--- src/core/sdac_defs.svh ---
// Purpose: constants for the delta-sigma converter control block
// Assumes: AXI4-Lite byte addresses, 32-bit data, 8-bit registers
// Notes: register values sit in the low byte of each word
//
// Behaviour
// - bypass buffer select drives buffer only while bypass path enabled.
// - input pair short bit joins the two selected inputs when set.
// - two-bit cross connect field at bits 5:4 steers inputs to amplifier.
// - three-bit offset select: 000/100 zero, others signed quarter steps.
// - negative selector picks pins, modulator, DAC, supply/6 or ground.
// - positive selector same map, modulator positive outputs, supply/5.
// - 24-bit result readable in three read-only byte registers.
// - high byte bits 23:16, middle 15:8, low 7:0.
// - divider field selects doubling factor and divide by 30 or 12.
// - factor 2 doubles sampled data; factor 1 is low latency.
// - oversampling code 0 gives 32768, halving per step to 128.
// - reference select: 0 external DAC reference, 1 internal regulator.
// - latch bit freezes results, no interrupt, completion flag unchanged.
// - completion flag 0 while converting, 1 when done, software clears.
// - soft reset holds filter reset, aborts result, no new conversion.
// - power-off bit resets to 1 and overrides sleep and soft reset.
// - sleep switches off all but amplifier and bandgap.
// - latch clock edge bit: 0 normal, 1 reversed polarity.
// - clock setup: codes up to 30 divide by 2(code+1), 31 undivided.
// - unimplemented register bits always read as zero.
// - each conversion end with latch, soft reset, sleep and power-off bits clear sets completion flag, raises interrupt request.
`ifndef SDAC_DEFS_SVH
`define SDAC_DEFS_SVH

`define SDAC_OFF_CONN 8'h00
`define SDAC_OFF_CHAN 8'h04
`define SDAC_OFF_RES_L 8'h08
`define SDAC_OFF_RES_M 8'h0c
`define SDAC_OFF_RES_H 8'h10
`define SDAC_OFF_RATE 8'h14
`define SDAC_OFF_PWR 8'h18
`define SDAC_OFF_CLK 8'h1c

`define SDAC_MASK_CONN 8'hfe
`define SDAC_MASK_CHAN 8'hff
`define SDAC_MASK_RATE 8'h7f
`define SDAC_MASK_PWR 8'hbf
`define SDAC_MASK_CLK 8'h1f

`define SDAC_RST_CONN 8'h00
`define SDAC_RST_CHAN 8'h00
`define SDAC_RST_RATE 8'h00
`define SDAC_RST_PWR 8'h04
`define SDAC_RST_CLK 8'h00

`define SDAC_BIT_REF 7
`define SDAC_BIT_LATCH 5
`define SDAC_BIT_EOC 4
`define SDAC_BIT_SRST 3
`define SDAC_BIT_OFF 2
`define SDAC_BIT_SLP 1
`define SDAC_BIT_EDGE 0
`define SDAC_BIT_BUF 7
`define SDAC_BIT_SHORT 6
`define SDAC_RATE_N12 5
`define SDAC_RATE_CHOP1 6

`define SDAC_MCLK_BYPASS 5'h1f
`define SDAC_N_LONG 5'd30
`define SDAC_N_SHORT 5'd12
`define SDAC_OSR_LOG2_MAX 5'd15
`define SDAC_OSR_CODE_MAX 4'h8
`define SDAC_RES_BITS 6'd24

`endif

--- src/core/sdac_pkg.sv ---
// Purpose: shared types of the converter control block
// Assumes: constants live in sdac_defs.svh
// Notes: none
package sdac_pkg;
    typedef enum logic [1:0] {
        SDAC_CV_IDLE = 2'b01,
        SDAC_CV_RUN = 2'b10
    } sdac_cv_state_t;
    typedef enum logic [1:0] {
        SDAC_RESP_OKAY = 2'b00,
        SDAC_RESP_SLVERR = 2'b10
    } sdac_resp_t;
endpackage

--- src/core/sdac_ctrl.sv ---
// Purpose: register file and conversion sequencing of the converter
// Assumes: modulator bitstream arrives asynchronously on i_mod_bit
// Notes: the filter is a plain ones counter scaled to 24 bits
`include "sdac_defs.svh"
module sdac_ctrl (
    input wire logic i_ref_clk,
    input wire logic i_reset,
    input wire logic [7:0] s_axi_awaddr,
    input wire logic s_axi_awvalid,
    output logic s_axi_awready,
    input wire logic [31:0] s_axi_wdata,
    input wire logic [3:0] s_axi_wstrb,
    input wire logic s_axi_wvalid,
    output logic s_axi_wready,
    output logic [1:0] s_axi_bresp,
    output logic s_axi_bvalid,
    input wire logic s_axi_bready,
    input wire logic [7:0] s_axi_araddr,
    input wire logic s_axi_arvalid,
    output logic s_axi_arready,
    output logic [31:0] s_axi_rdata,
    output logic [1:0] s_axi_rresp,
    output logic s_axi_rvalid,
    input wire logic s_axi_rready,
    input wire logic i_amp_bypass_enable,
    input wire logic i_mod_bit,
    output logic o_bypass_buffer_sel,
    output logic o_input_pair_short,
    output logic [1:0] o_input_cross_connect,
    output logic [2:0] o_offset_select,
    output logic [3:0] o_neg_input_select,
    output logic [3:0] o_pos_input_select,
    output logic o_pos_reference_sel,
    output logic o_latch_edge_rev,
    output logic o_amp_power_on,
    output logic o_mod_power_on,
    output logic o_filter_reset,
    output logic o_mod_clk_en,
    output logic o_conv_irq
);
    // register and bus state
    logic [7:0] conn_r, conn_nxt;
    logic [7:0] chan_r, chan_nxt;
    logic [7:0] rate_r, rate_nxt;
    logic [7:0] pwr_r, pwr_nxt;
    logic [7:0] clk_r, clk_nxt;
    logic [23:0] res_r, res_nxt;
    logic bvalid_r, bvalid_nxt;
    logic [1:0] bresp_r, bresp_nxt;
    logic rvalid_r, rvalid_nxt;
    logic [1:0] rresp_r, rresp_nxt;
    logic [31:0] rdata_r, rdata_nxt;
    logic wr_ack_r, wr_ack_nxt;
    logic ar_ack_r, ar_ack_nxt;
    logic irq_r, irq_nxt;
    logic buf_r, buf_nxt;
    logic amp_on_r, amp_on_nxt;
    logic mod_on_r, mod_on_nxt;
    logic frst_r, frst_nxt;

    // conversion engine state
    sdac_pkg::sdac_cv_state_t st_r, st_nxt;
    logic mod_s1_r, mod_s2_r;
    logic [5:0] mclk_cnt_r, mclk_cnt_nxt;
    logic mclk_en_r, mclk_en_nxt;
    logic [4:0] n_cnt_r, n_cnt_nxt;
    logic adck_en_r, adck_en_nxt;
    logic [16:0] tick_r, tick_nxt;
    logic [16:0] ones_r, ones_nxt;
    logic srst_prev_r, srst_prev_nxt;
    logic done_r, done_nxt;
    logic [23:0] conv_r, conv_nxt;

    logic wr_go;
    logic rd_go;
    logic [7:0] wbyte;
    logic [4:0] lg;
    logic [4:0] osr_lg;
    logic [16:0] last_tick;
    logic [16:0] ones_f;
    logic [33:0] scaled;
    logic [5:0] sh;
    logic [5:0] mclk_top;
    logic [4:0] n_top;
    logic running;

    // a write is taken only with address and data offered together
    assign wr_go = s_axi_awvalid && s_axi_wvalid && !bvalid_r && !wr_ack_r;
    assign rd_go = s_axi_arvalid && !rvalid_r && !ar_ack_r;
    assign wbyte = s_axi_wdata[7:0];

    // bus and register group
    always_comb begin
        conn_nxt = conn_r;
        chan_nxt = chan_r;
        rate_nxt = rate_r;
        pwr_nxt = pwr_r;
        clk_nxt = clk_r;
        res_nxt = res_r;
        bvalid_nxt = bvalid_r;
        bresp_nxt = bresp_r;
        rvalid_nxt = rvalid_r;
        rresp_nxt = rresp_r;
        rdata_nxt = rdata_r;
        wr_ack_nxt = 1'b0;
        ar_ack_nxt = 1'b0;
        irq_nxt = 1'b0;
        if (bvalid_r && s_axi_bready) begin
            bvalid_nxt = 1'b0;
        end
        if (rvalid_r && s_axi_rready) begin
            rvalid_nxt = 1'b0;
        end
        if (wr_go) begin
            wr_ack_nxt = 1'b1;
            bvalid_nxt = 1'b1;
            bresp_nxt = sdac_pkg::SDAC_RESP_OKAY;
            // stored as written, reserved codes included
            unique case (s_axi_awaddr & 8'hfc)
                `SDAC_OFF_CONN: begin
                    if (s_axi_wstrb[0]) begin
                        conn_nxt = wbyte & `SDAC_MASK_CONN;
                    end
                end
                `SDAC_OFF_CHAN: begin
                    if (s_axi_wstrb[0]) begin
                        chan_nxt = wbyte & `SDAC_MASK_CHAN;
                    end
                end
                `SDAC_OFF_RATE: begin
                    if (s_axi_wstrb[0]) begin
                        rate_nxt = wbyte & `SDAC_MASK_RATE;
                    end
                end
                `SDAC_OFF_PWR: begin
                    if (s_axi_wstrb[0]) begin
                        pwr_nxt = wbyte & `SDAC_MASK_PWR;
                        // the flag only clears from software
                        pwr_nxt[`SDAC_BIT_EOC] = pwr_r[`SDAC_BIT_EOC]
                            & wbyte[`SDAC_BIT_EOC];
                    end
                end
                `SDAC_OFF_CLK: begin
                    if (s_axi_wstrb[0]) begin
                        clk_nxt = wbyte & `SDAC_MASK_CLK;
                    end
                end
                `SDAC_OFF_RES_L, `SDAC_OFF_RES_M, `SDAC_OFF_RES_H: begin
                end
                default: begin
                    bresp_nxt = sdac_pkg::SDAC_RESP_SLVERR;
                end
            endcase
        end
        // conversion end: set wins over a same-cycle software clear;
        // a result that ends as the filter is stopped is dropped
        if (done_r && running &&
            !pwr_r[`SDAC_BIT_LATCH]) begin
            res_nxt = conv_r;
            pwr_nxt[`SDAC_BIT_EOC] = 1'b1;
            irq_nxt = 1'b1;
        end
        if (rd_go) begin
            ar_ack_nxt = 1'b1;
            rvalid_nxt = 1'b1;
            rresp_nxt = sdac_pkg::SDAC_RESP_OKAY;
            rdata_nxt = 32'h0000_0000;
            // addr[1:0] are ignored; unmapped reads give zero data
            unique case (s_axi_araddr & 8'hfc)
                `SDAC_OFF_CONN: rdata_nxt[7:0] = conn_r;
                `SDAC_OFF_CHAN: rdata_nxt[7:0] = chan_r;
                `SDAC_OFF_RES_L: rdata_nxt[7:0] = res_r[7:0];
                `SDAC_OFF_RES_M: rdata_nxt[7:0] = res_r[15:8];
                `SDAC_OFF_RES_H: rdata_nxt[7:0] = res_r[23:16];
                `SDAC_OFF_RATE: rdata_nxt[7:0] = rate_r;
                `SDAC_OFF_PWR: rdata_nxt[7:0] = pwr_r;
                `SDAC_OFF_CLK: rdata_nxt[7:0] = clk_r;
                default: rresp_nxt = sdac_pkg::SDAC_RESP_SLVERR;
            endcase
        end
    end

    // analog control levels, registered
    always_comb begin
        buf_nxt = conn_r[`SDAC_BIT_BUF] & i_amp_bypass_enable;
        amp_on_nxt = !pwr_r[`SDAC_BIT_OFF];
        mod_on_nxt = !pwr_r[`SDAC_BIT_OFF] && !pwr_r[`SDAC_BIT_SLP];
        frst_nxt = !pwr_r[`SDAC_BIT_OFF] && pwr_r[`SDAC_BIT_SRST];
    end

    always_ff @(posedge i_ref_clk or posedge i_reset) begin
        if (i_reset) begin
            conn_r <= `SDAC_RST_CONN;
            chan_r <= `SDAC_RST_CHAN;
            rate_r <= `SDAC_RST_RATE;
            pwr_r <= `SDAC_RST_PWR;
            clk_r <= `SDAC_RST_CLK;
            res_r <= 24'h00_0000;
            bvalid_r <= 1'b0;
            bresp_r <= 2'b00;
            rvalid_r <= 1'b0;
            rresp_r <= 2'b00;
            rdata_r <= 32'h0000_0000;
            wr_ack_r <= 1'b0;
            ar_ack_r <= 1'b0;
            irq_r <= 1'b0;
            buf_r <= 1'b0;
            amp_on_r <= 1'b0;
            mod_on_r <= 1'b0;
            frst_r <= 1'b0;
        end else begin
            conn_r <= conn_nxt;
            chan_r <= chan_nxt;
            rate_r <= rate_nxt;
            pwr_r <= pwr_nxt;
            clk_r <= clk_nxt;
            res_r <= res_nxt;
            bvalid_r <= bvalid_nxt;
            bresp_r <= bresp_nxt;
            rvalid_r <= rvalid_nxt;
            rresp_r <= rresp_nxt;
            rdata_r <= rdata_nxt;
            wr_ack_r <= wr_ack_nxt;
            ar_ack_r <= ar_ack_nxt;
            irq_r <= irq_nxt;
            buf_r <= buf_nxt;
            amp_on_r <= amp_on_nxt;
            mod_on_r <= mod_on_nxt;
            frst_r <= frst_nxt;
        end
    end

    // rate derivation
    always_comb begin
        // reserved oversampling codes run at the shortest ratio
        if (rate_r[3:0] > `SDAC_OSR_CODE_MAX) begin
            osr_lg = 5'd7;
        end else begin
            osr_lg = `SDAC_OSR_LOG2_MAX - {1'b0, rate_r[3:0]};
        end
        // factor 2 doubles the samples per result
        lg = osr_lg + {4'h0, !rate_r[`SDAC_RATE_CHOP1]};
        last_tick = 17'((18'h1 << lg) - 18'h1);
        n_top = rate_r[`SDAC_RATE_N12] ? `SDAC_N_SHORT - 5'd1
                                       : `SDAC_N_LONG - 5'd1;
        mclk_top = 6'({clk_r[4:0], 1'b1});
        ones_f = ones_r + {16'h0000, mod_s2_r};
        sh = `SDAC_RES_BITS - {1'b0, lg};
        scaled = 34'(ones_f) << sh;
        running = !pwr_r[`SDAC_BIT_OFF] && !pwr_r[`SDAC_BIT_SLP] &&
                  !pwr_r[`SDAC_BIT_SRST];
    end

    // engine group
    always_comb begin
        st_nxt = st_r;
        mclk_cnt_nxt = mclk_cnt_r;
        mclk_en_nxt = 1'b0;
        n_cnt_nxt = n_cnt_r;
        adck_en_nxt = 1'b0;
        tick_nxt = tick_r;
        ones_nxt = ones_r;
        done_nxt = 1'b0;
        conv_nxt = conv_r;
        // only a high level seen while powered opens a start pulse
        srst_prev_nxt = pwr_r[`SDAC_BIT_SRST] && !pwr_r[`SDAC_BIT_OFF];
        // mclk enable every 2*(code+1) cycles, every cycle for code 31
        if (clk_r[4:0] == `SDAC_MCLK_BYPASS) begin
            mclk_en_nxt = 1'b1;
            mclk_cnt_nxt = 6'h00;
        end else if (mclk_cnt_r >= mclk_top) begin
            mclk_en_nxt = 1'b1;
            mclk_cnt_nxt = 6'h00;
        end else begin
            mclk_cnt_nxt = mclk_cnt_r + 6'h01;
        end
        // converter tick once per N mclk enables
        if (mclk_en_r) begin
            if (n_cnt_r >= n_top) begin
                n_cnt_nxt = 5'h00;
                adck_en_nxt = 1'b1;
            end else begin
                n_cnt_nxt = n_cnt_r + 5'h01;
            end
        end
        unique case (st_r)
            sdac_pkg::SDAC_CV_IDLE: begin
                tick_nxt = 17'h0_0000;
                ones_nxt = 17'h0_0000;
                // falling soft reset while powered starts conversions
                if (srst_prev_r && !pwr_r[`SDAC_BIT_SRST] &&
                    !pwr_r[`SDAC_BIT_OFF]) begin
                    st_nxt = sdac_pkg::SDAC_CV_RUN;
                end
            end
            sdac_pkg::SDAC_CV_RUN: begin
                if (pwr_r[`SDAC_BIT_OFF] || pwr_r[`SDAC_BIT_SRST]) begin
                    // abort the partial result
                    st_nxt = sdac_pkg::SDAC_CV_IDLE;
                    tick_nxt = 17'h0_0000;
                    ones_nxt = 17'h0_0000;
                end else if (running && adck_en_r) begin
                    if (tick_r >= last_tick) begin
                        tick_nxt = 17'h0_0000;
                        ones_nxt = 17'h0_0000;
                        done_nxt = 1'b1;
                        // a full-scale count overflows 24 bits: clamp
                        if (scaled[33:24] != 10'h000) begin
                            conv_nxt = 24'hff_ffff;
                        end else begin
                            conv_nxt = scaled[23:0];
                        end
                    end else begin
                        tick_nxt = tick_r + 17'h0_0001;
                        ones_nxt = ones_f;
                    end
                end
            end
        endcase
    end

    always_ff @(posedge i_ref_clk or posedge i_reset) begin
        if (i_reset) begin
            st_r <= sdac_pkg::SDAC_CV_IDLE;
            mod_s1_r <= 1'b0;
            mod_s2_r <= 1'b0;
            mclk_cnt_r <= 6'h00;
            mclk_en_r <= 1'b0;
            n_cnt_r <= 5'h00;
            adck_en_r <= 1'b0;
            tick_r <= 17'h0_0000;
            ones_r <= 17'h0_0000;
            srst_prev_r <= 1'b0;
            done_r <= 1'b0;
            conv_r <= 24'h00_0000;
        end else begin
            st_r <= st_nxt;
            mod_s1_r <= i_mod_bit;
            mod_s2_r <= mod_s1_r;
            mclk_cnt_r <= mclk_cnt_nxt;
            mclk_en_r <= mclk_en_nxt;
            n_cnt_r <= n_cnt_nxt;
            adck_en_r <= adck_en_nxt;
            tick_r <= tick_nxt;
            ones_r <= ones_nxt;
            srst_prev_r <= srst_prev_nxt;
            done_r <= done_nxt;
            conv_r <= conv_nxt;
        end
    end

    assign s_axi_awready = wr_ack_r;
    assign s_axi_wready = wr_ack_r;
    assign s_axi_bvalid = bvalid_r;
    assign s_axi_bresp = bresp_r;
    assign s_axi_arready = ar_ack_r;
    assign s_axi_rvalid = rvalid_r;
    assign s_axi_rresp = rresp_r;
    assign s_axi_rdata = rdata_r;
    assign o_bypass_buffer_sel = buf_r;
    assign o_input_pair_short = conn_r[`SDAC_BIT_SHORT];
    assign o_input_cross_connect = conn_r[5:4];
    assign o_offset_select = conn_r[3:1];
    assign o_neg_input_select = chan_r[7:4];
    assign o_pos_input_select = chan_r[3:0];
    assign o_pos_reference_sel = pwr_r[`SDAC_BIT_REF];
    assign o_latch_edge_rev = pwr_r[`SDAC_BIT_EDGE];
    assign o_amp_power_on = amp_on_r;
    assign o_mod_power_on = mod_on_r;
    assign o_filter_reset = frst_r;
    assign o_mod_clk_en = adck_en_r;
    assign o_conv_irq = irq_r;
endmodule

--- config.mk ---
export PLATFORM = sky130hd
export DESIGN_NAME = sdac_ctrl
export DESIGN_NICKNAME = d
export VERILOG_FILES = /design/src/core/sdac_pkg.sv /design/src/core/sdac_ctrl.sv
export VERILOG_INCLUDE_DIRS = /design/src /design/src/core
export SDC_FILE = /design/constraint.sdc
export NUM_CORES = 1
export LEC_CHECK = 0
export BUFFER_PORTS_ARGS = -buffer_cell sky130_fd_sc_hd__buf_2
export CAP_MARGIN = 40
export CORE_MARGIN = 4
export CORE_UTILIZATION = 55
export DETAILED_ROUTE_END_ITERATION = 10
export GPL_TIMING_DRIVEN = 0
export PLACE_DENSITY = 0.76
export SYNTH_ARGS = -nofsm -noshare
export SYNTH_HDL_FRONTEND = slang
export SYNTH_SLANG_ARGS = --single-unit
--- constraint.sdc ---
create_clock -name i_ref_clk -period 6 [get_ports i_ref_clk]
set_input_delay 0.6 -clock i_ref_clk [delete_from_list [all_inputs] [get_ports i_ref_clk]]
set_output_delay 0.6 -clock i_ref_clk [all_outputs]
set_load 0.01 [all_outputs]
### Word level (Yosys, flattened, before mapping)

Index checks and enable logic that the tools add are counted.

* register bits: 155
* bits in latches: 0
* memory bits (writable): 0
* bits in read-only memories: 0
* bits of input ports: 61
* output and inout bits: 63
* word-level logic and storage cells: 149
* memories kept: 0

* add/subtract/negate cells: 8
* $mul: 0
* divide/modulo/power cells: 0
* $lt $le $gt $ge: 4
* equality and inequality tests: 20
* shift operators: 2
* multiplexer cells: 39
* bitwise logic cells: 3
* reduce and logical (&&, ||, !) cells: 43

Operators by type and width (number)
* 2-to-1 mux 17 bit: 6
* one-hot mux 17 bit (2 select lines): 2
* one-hot mux 8 bit (8 select lines): 1
* == test 6 x 3 -> 1 bit, second input constant: 8
* << shifter 17 x 6 -> 34 bit: 1
* 2-to-1 mux 5 bit: 6
* == test 6 x 2 -> 1 bit, second input constant: 4
* 2-to-1 mux 24 bit: 1
* AND reduction 3 bit: 6
* adder 17 x 1 -> 17 bit: 1
* adder 17 x 1 -> 17 bit, second input constant: 1
* >= comparator 17 bit: 1
* << shifter 1 x 5 -> 17 bit, first input constant: 1
* subtractor 17 x 1 -> 17 bit, second input constant: 1
* zero test 8 bit: 2
* 2-to-1 mux 1 bit: 16
* OR reduction 8 bit: 2
* logical AND 1 bit: 15
* == test 6 x 1 -> 1 bit, second input constant: 2
* 2-to-1 mux 6 bit: 2
* nonzero test 10 bit: 1
* nonzero test 2 bit: 5
* zero test 1 bit: 9
* 2-to-1 mux 2 bit: 4
* other kinds (19): 21

### Longest topological paths before layout

* word-level depth: 10
* mapped depth: 26

### Worst setup path after synthesis

Ideal clock, no wire load.

* kind: register to register
* from: register rate_r[3]
* to: register tick_r[11]
* arrival time: 4755 ps
* setup slack: 1165 ps
* cell stages (with the launch flop): 25
* path buffers: 7
* clock period less this slack: 4835 ps
* cell sequence: dfrtp_1 > inv_1 > nand2_1 > ha_1 > ha_1 > buf_2 > buf_1 > clkbuf_1 > buf_1 > nand2_1 > nand2_1 > a21oi_1 > clkbuf_1 > a31oi_1 > ha_1 > a21o_1 > a21oi_1 > nor2b_1 > o31ai_1 > a31oi_1 > o21ai_1 > clkbuf_1 > buf_1 > nand2_1 > mux2i_1

* word-level cells in the longest chain between the ends: 10

RTL lines
* start: declaration: line sdac_ctrl.sv:44 `logic [7:0] rate_r, rate_nxt;`
* start signal: assignment: line sdac_ctrl.sv:195 `` rate_r <= `SDAC_RST_RATE; ``
* start signal: assignment: line sdac_ctrl.sv:214 `rate_r <= rate_nxt;`
* subtractor 4 x 4 -> 5 bit (no source line) / > comparator 4 bit (equally long branches)
* 2-to-1 mux 5 bit (*): line sdac_ctrl.sv:236 `` if (rate_r[3:0] > `SDAC_OSR_CODE_MAX) begin ``
* adder 5 x 1 -> 5 bit (*): line sdac_ctrl.sv:242 `` lg = osr_lg + {4'h0, !rate_r[`SDAC_RATE_CHOP1]}; ``
* << shifter 1 x 5 -> 17 bit (*): line sdac_ctrl.sv:243 `last_tick = 17'((18'h1 << lg) - 18'h1);`
* subtractor 17 x 1 -> 17 bit (*): line sdac_ctrl.sv:243
* >= comparator 17 bit (*): line sdac_ctrl.sv:303 `if (tick_r >= last_tick) begin`
* 2-to-1 mux 17 bit (*): line sdac_ctrl.sv:303
* 2-to-1 mux 17 bit (*): line sdac_ctrl.sv:302 `end else if (running && adck_en_r) begin`
* 2-to-1 mux 17 bit (*): line sdac_ctrl.sv:297 `` if (pwr_r[`SDAC_BIT_OFF] || pwr_r[`SDAC_BIT_SRST]) begin ``
* one-hot mux 17 bit (2 select lines) (*): line sdac_ctrl.sv:286 `unique case (st_r)`
* end signal: assignment: line sdac_ctrl.sv:344 `tick_r <= tick_nxt;`
* end: declaration: line sdac_ctrl.sv:68 `logic [16:0] tick_r, tick_nxt;`

Mark *: on every way between the ends. The rest lies on a longest branch, timed or not. The select of a mux whose other input is x is not followed.
A chain may end at the register's enable or synchronous reset.

### Worst setup path in the final report

* from: register rate_r[3]
* to: register conv_r[1]

* word-level cells in the longest chain between the ends: 7

RTL lines
* subtractor 4 x 4 -> 5 bit (no source line) / > comparator 4 bit (equally long branches)
* 2-to-1 mux 5 bit (*): line sdac_ctrl.sv:236
* adder 5 x 1 -> 5 bit (*): line sdac_ctrl.sv:242
* << shifter 1 x 5 -> 17 bit / subtractor 5 x 5 -> 6 bit (equally long branches)
* subtractor 17 x 1 -> 17 bit / << shifter 17 x 6 -> 34 bit (equally long branches): line sdac_ctrl.sv:243, sdac_ctrl.sv:249
* >= comparator 17 bit / nonzero test 10 bit (equally long branches): line sdac_ctrl.sv:303, sdac_ctrl.sv:308
* AND reduction 4 bit (no source line) / 2-to-1 mux 24 bit (equally long branches)
* end signal: assignment: line sdac_ctrl.sv:348 `conv_r <= conv_nxt;`
* end: declaration: line sdac_ctrl.sv:72 `logic [23:0] conv_r, conv_nxt;`

Mark *: on every way between the ends. The rest lies on a longest branch, timed or not.

==> summary.txt <==
Synth
  – Post-synth EDFFs: 0
  – Commonest cells post-synth: dfrtp_1, nand2_1, nor2_1
  – Post-synth top flop: dfrtp_1
  – Synth Area in Simple Gates: 17.9%
  – Gate Count Post-Synth: 1078
  – Post-synthesis mux area share: 10.9%
  – Synth Area per Inst: 9.08 um^2
  – Post-Syn Area: 9790 um^2
  – Post-Synth XOR/XNOR Area: 1.94%
  – Compound-Gate Fraction of Synth Area: between 10% and 20%
  – Synth cell types: 81
  – Seq/Total Area, Yosys: 39.1%
  – Largest family of logic cells by synthesized area: compound AO/OA/AOI/OAI gates
  – Ys async rst share: 100%
  – Syn. warnings: 0
  – Synth area leader: dfrtp_1
  – Most instantiated library cell after synthesis: dfrtp_1
  – FF+latch count, synth: 153
  – Synth top area share: about two fifths
  – Dominant cells by area after synthesis: dfrtp_1, mux2_2, ha_1, nand2_1, o21ai_0
  – Adder-Cell Fraction of Synth Area: 4.35%

STA
  – Fin Clk Skew: 0.0117 ns
  – Slew of the pin with the lowest slew margin: 0.925 ns
  – Fmax: 183 MHz
  – Slew margin rel.: 37.8%
  – Unrepaired setup endpoints after global routing: false
  – # setup viols final: 0
  – Fin crit share: 90.9%
  – Pins Over Slew Limit: 0
  – Final setup TNS: 0 ns
  – Final-report hold violation count: 0
  – Post-layout minimum cycle time: 5.45 ns

Worst setup path
  – Worst EP arrival: between 5 and 6 ns
  – Worst path cell trace: inv_1 > nand2_1 > ha_1 > ha_1 > buf_2 > buf_1 > clkbuf_2 > buf_2 > nand2_1 > nand2_1 > a21oi_1 > clkbuf_2 > nand4_1 > o21ai_0 > a21oi_1 > o21ai_0 > ha_1 > and4_1 > o31ai_1 > a31oi_1 > o41a_2 > nor2b_2 > buf_2 > a31oi_1
  – Critical-path top delay cell: dfrtp_1
  – Worst Path Buf+Inv: 7
  – Data required, critical path: between 6 and 7 ns
  – Crit path launch type: flip-flop
  – Crit Path Category: reg -> reg
  – Setup crit start: rate_r[3]
  – Top delay family on crit path: buffers and inverters
  – RR Startpoint: rate_r[3]
  – CP max stage delay: ~0.44 ns
  – Maximum fanout along the worst path: 10
  – Crit end category: flip-flop

Hold path
  – Min-delay src: i_mod_bit
  – Min-delay worst type: in -> reg

Die
  – IO Count: 124
  – Die width: between 100 and 150 um
  – Cell Rows: 48
  – Starting density of the core: a little under three fifths
  – Die area: 20000 um^2
  – Core area: 17400 um^2
  – Die Height: 141 um

Routing
  – Routed vias: between 8000 and 9000
  – Final WL: approximately 26000 um
  – WL/cell: ~18 um
  – Pre-Repair DR Iteration Count: 5
  – DR vias/cell: about 6.0
  – Antenna Nets Post-Route: 0
  – DR iter-0 viols: 716
  – Remaining DRCs: 0

Finish
  – Area growth syn-to-layout: 13.7%
  – # diodes: 0
  – Final net count: approximately 1300
  – Fraction of layout cells with a size suffix above 1: between 20% and 30%
  – Final instance count without filler cells: 1425

CTS
  – CTS tree: done
  – CTS max path bufs: 2
  – H-tree depth: 4
  – Reg clk slew, reported paths: approximately 0.07 ns
  – Skew-Pair Late Insertion Delay: 0.43 ns
  – Cts-stage hold buffer count: 0
  – CTS root buf: clkbuf_16
  – Postcts setup bufs: 0
  – CTS sink count: 153
  – CTS Buf Count: 17

Placement
  – Buffers added on ports: 63
  – DPL Wire Length: 19000 um
  – Dpl cells: between 1000 and 1500
  – RePlAce Congestion: roughly 0.93

Flow run
  – Max-capacitance violation count: 0

Pwr
  – Lkg Pwr: roughly 5.3 nW
  – Worst VDD drop: 298 uV
  – Pwr/cell area: between 200 and 300 nW/um^2

GRT
  – Largest net degree at the start of global routing: 90
  – First-pass GRT wire length: 41800 um
  – Global route total overflow: 0
  – Total track usage: roughly 26%
  – Initial antenna violation count: 0
  – Vias in the first global route: approximately 8000

Status
  – Status: finished, final reports clean
[repair_timing]
action                                  4_1_cts  5_1_grt
resized for setup                             3        8
pin swaps                                     0        0
endpoints found under the setup margin       27       43
[routing by layer]
metal	wire length, um	vias to the layer above	GRT usage, %
met3	1830	38	4.38
li1	-	4061	-
met5	0	-	0
met4	427	0	6.97
met1	11500	4180	36.6
met2	12200	336	41.8
[logic make-up after synthesis]
logic type / Yosys count
and+or+nand+nor: 365
AOI/OAI and AO/OA: 274
DFF: 153
buffers and inverters: 146
muxes: 85
adders and majority gates: 34
xor gates and xnor gates: 20
other: 1
[cell type report]
| type | count | area (um^2) |
|---|---|---|
| clock buffers | 18 | 439 |
| flip-flops and latches | 153 | 3830 |
| well taps | 225 | 282 |
| fillers | 1459 | 6220 |
| repair buffers | 67 | 363 |
| clock inverters | 14 | 143 |
| multi-input cells | 804 | 5360 |
| inverters | 41 | 159 |
| plain buffers | 103 | 558 |
[worst paths after layout]
path                       slack [ns]  cells after the start              to
max reg2reg                      0.55                     24       conv_r[1]
max in group asynchronous        4.82                      3         st_r[0]
min                              0.28                      1        mod_s1_r
max                              0.55                     24       conv_r[1]
min in group asynchronous        0.35                      2  o_mod_power_on
min reg2reg                      0.34                      0        mod_s2_r
[placed cells by master (no fill, tap or decap), types with 8 or more instances in the layout]
master	n
dfrtp_1	151
nand2_1	112
nor2_1	89
buf_2	76
o21ai_0	75
mux2_2	53
a21oi_1	47
nand3_1	46
clkbuf_1	44
inv_1	39
buf_4	38
a31oi_1	37
ha_1	34
conb_1	26
nor3_1	23
mux2i_1	19
clkbuf_16	17
a21o_1	16
and3_1	16
a22o_1	14
nor2b_1	13
mux4_2	12
xnor2_1	11
o211ai_1	10
or3_1	9
nand2b_1	8
nand3b_1	8
and2_1	8
[flip-flops by register name (all words and copies together), names as in the netlist, 2 cells and up]
signal and cells:
conv_r 24, res_r 24, ones_r 17, tick_r 17
chan_r 8, s_axi_rdata 8, conn_r 7, pwr_r 7
rate_r 7, mclk_cnt_r 6, clk_r 5, n_cnt_r 5
st_r 2
[power by group]
group          switching, mW  internal (mW)  leakage [nW]
sequential            0.0515           1.09          2.04
combinational          0.512          0.303          2.98
clock                  0.472          0.593         0.283
total                   1.04           1.99          5.31
[metrics by stage]
| stage | worst slack (ns) | utilization, % | power, mW | hold WS (ns) | area [um^2] |
|---|---|---|---|---|---|
| 2_1_floorplan | 1.17 | - | 1.72 | 0.331 | 9880 |
| 3_3_place_gp | -0.438 | 60.4 | 1.93 | 0.334 | 10500 |
| 4_1_cts | 0.0831 | 64.1 | 3.01 | 0.265 | 11100 |
| 5_1_grt | 0.0421 | 64.1 | 3.16 | 0.264 | 11100 |
| 6_report | 0.548 | 64.1 | 3.02 | 0.277 | 11100 |
| 3_5_place_dp | -0.353 | 60.7 | 1.95 | 0.337 | 10500 |
No activity file was read; power rests on OpenSTA's default activity.
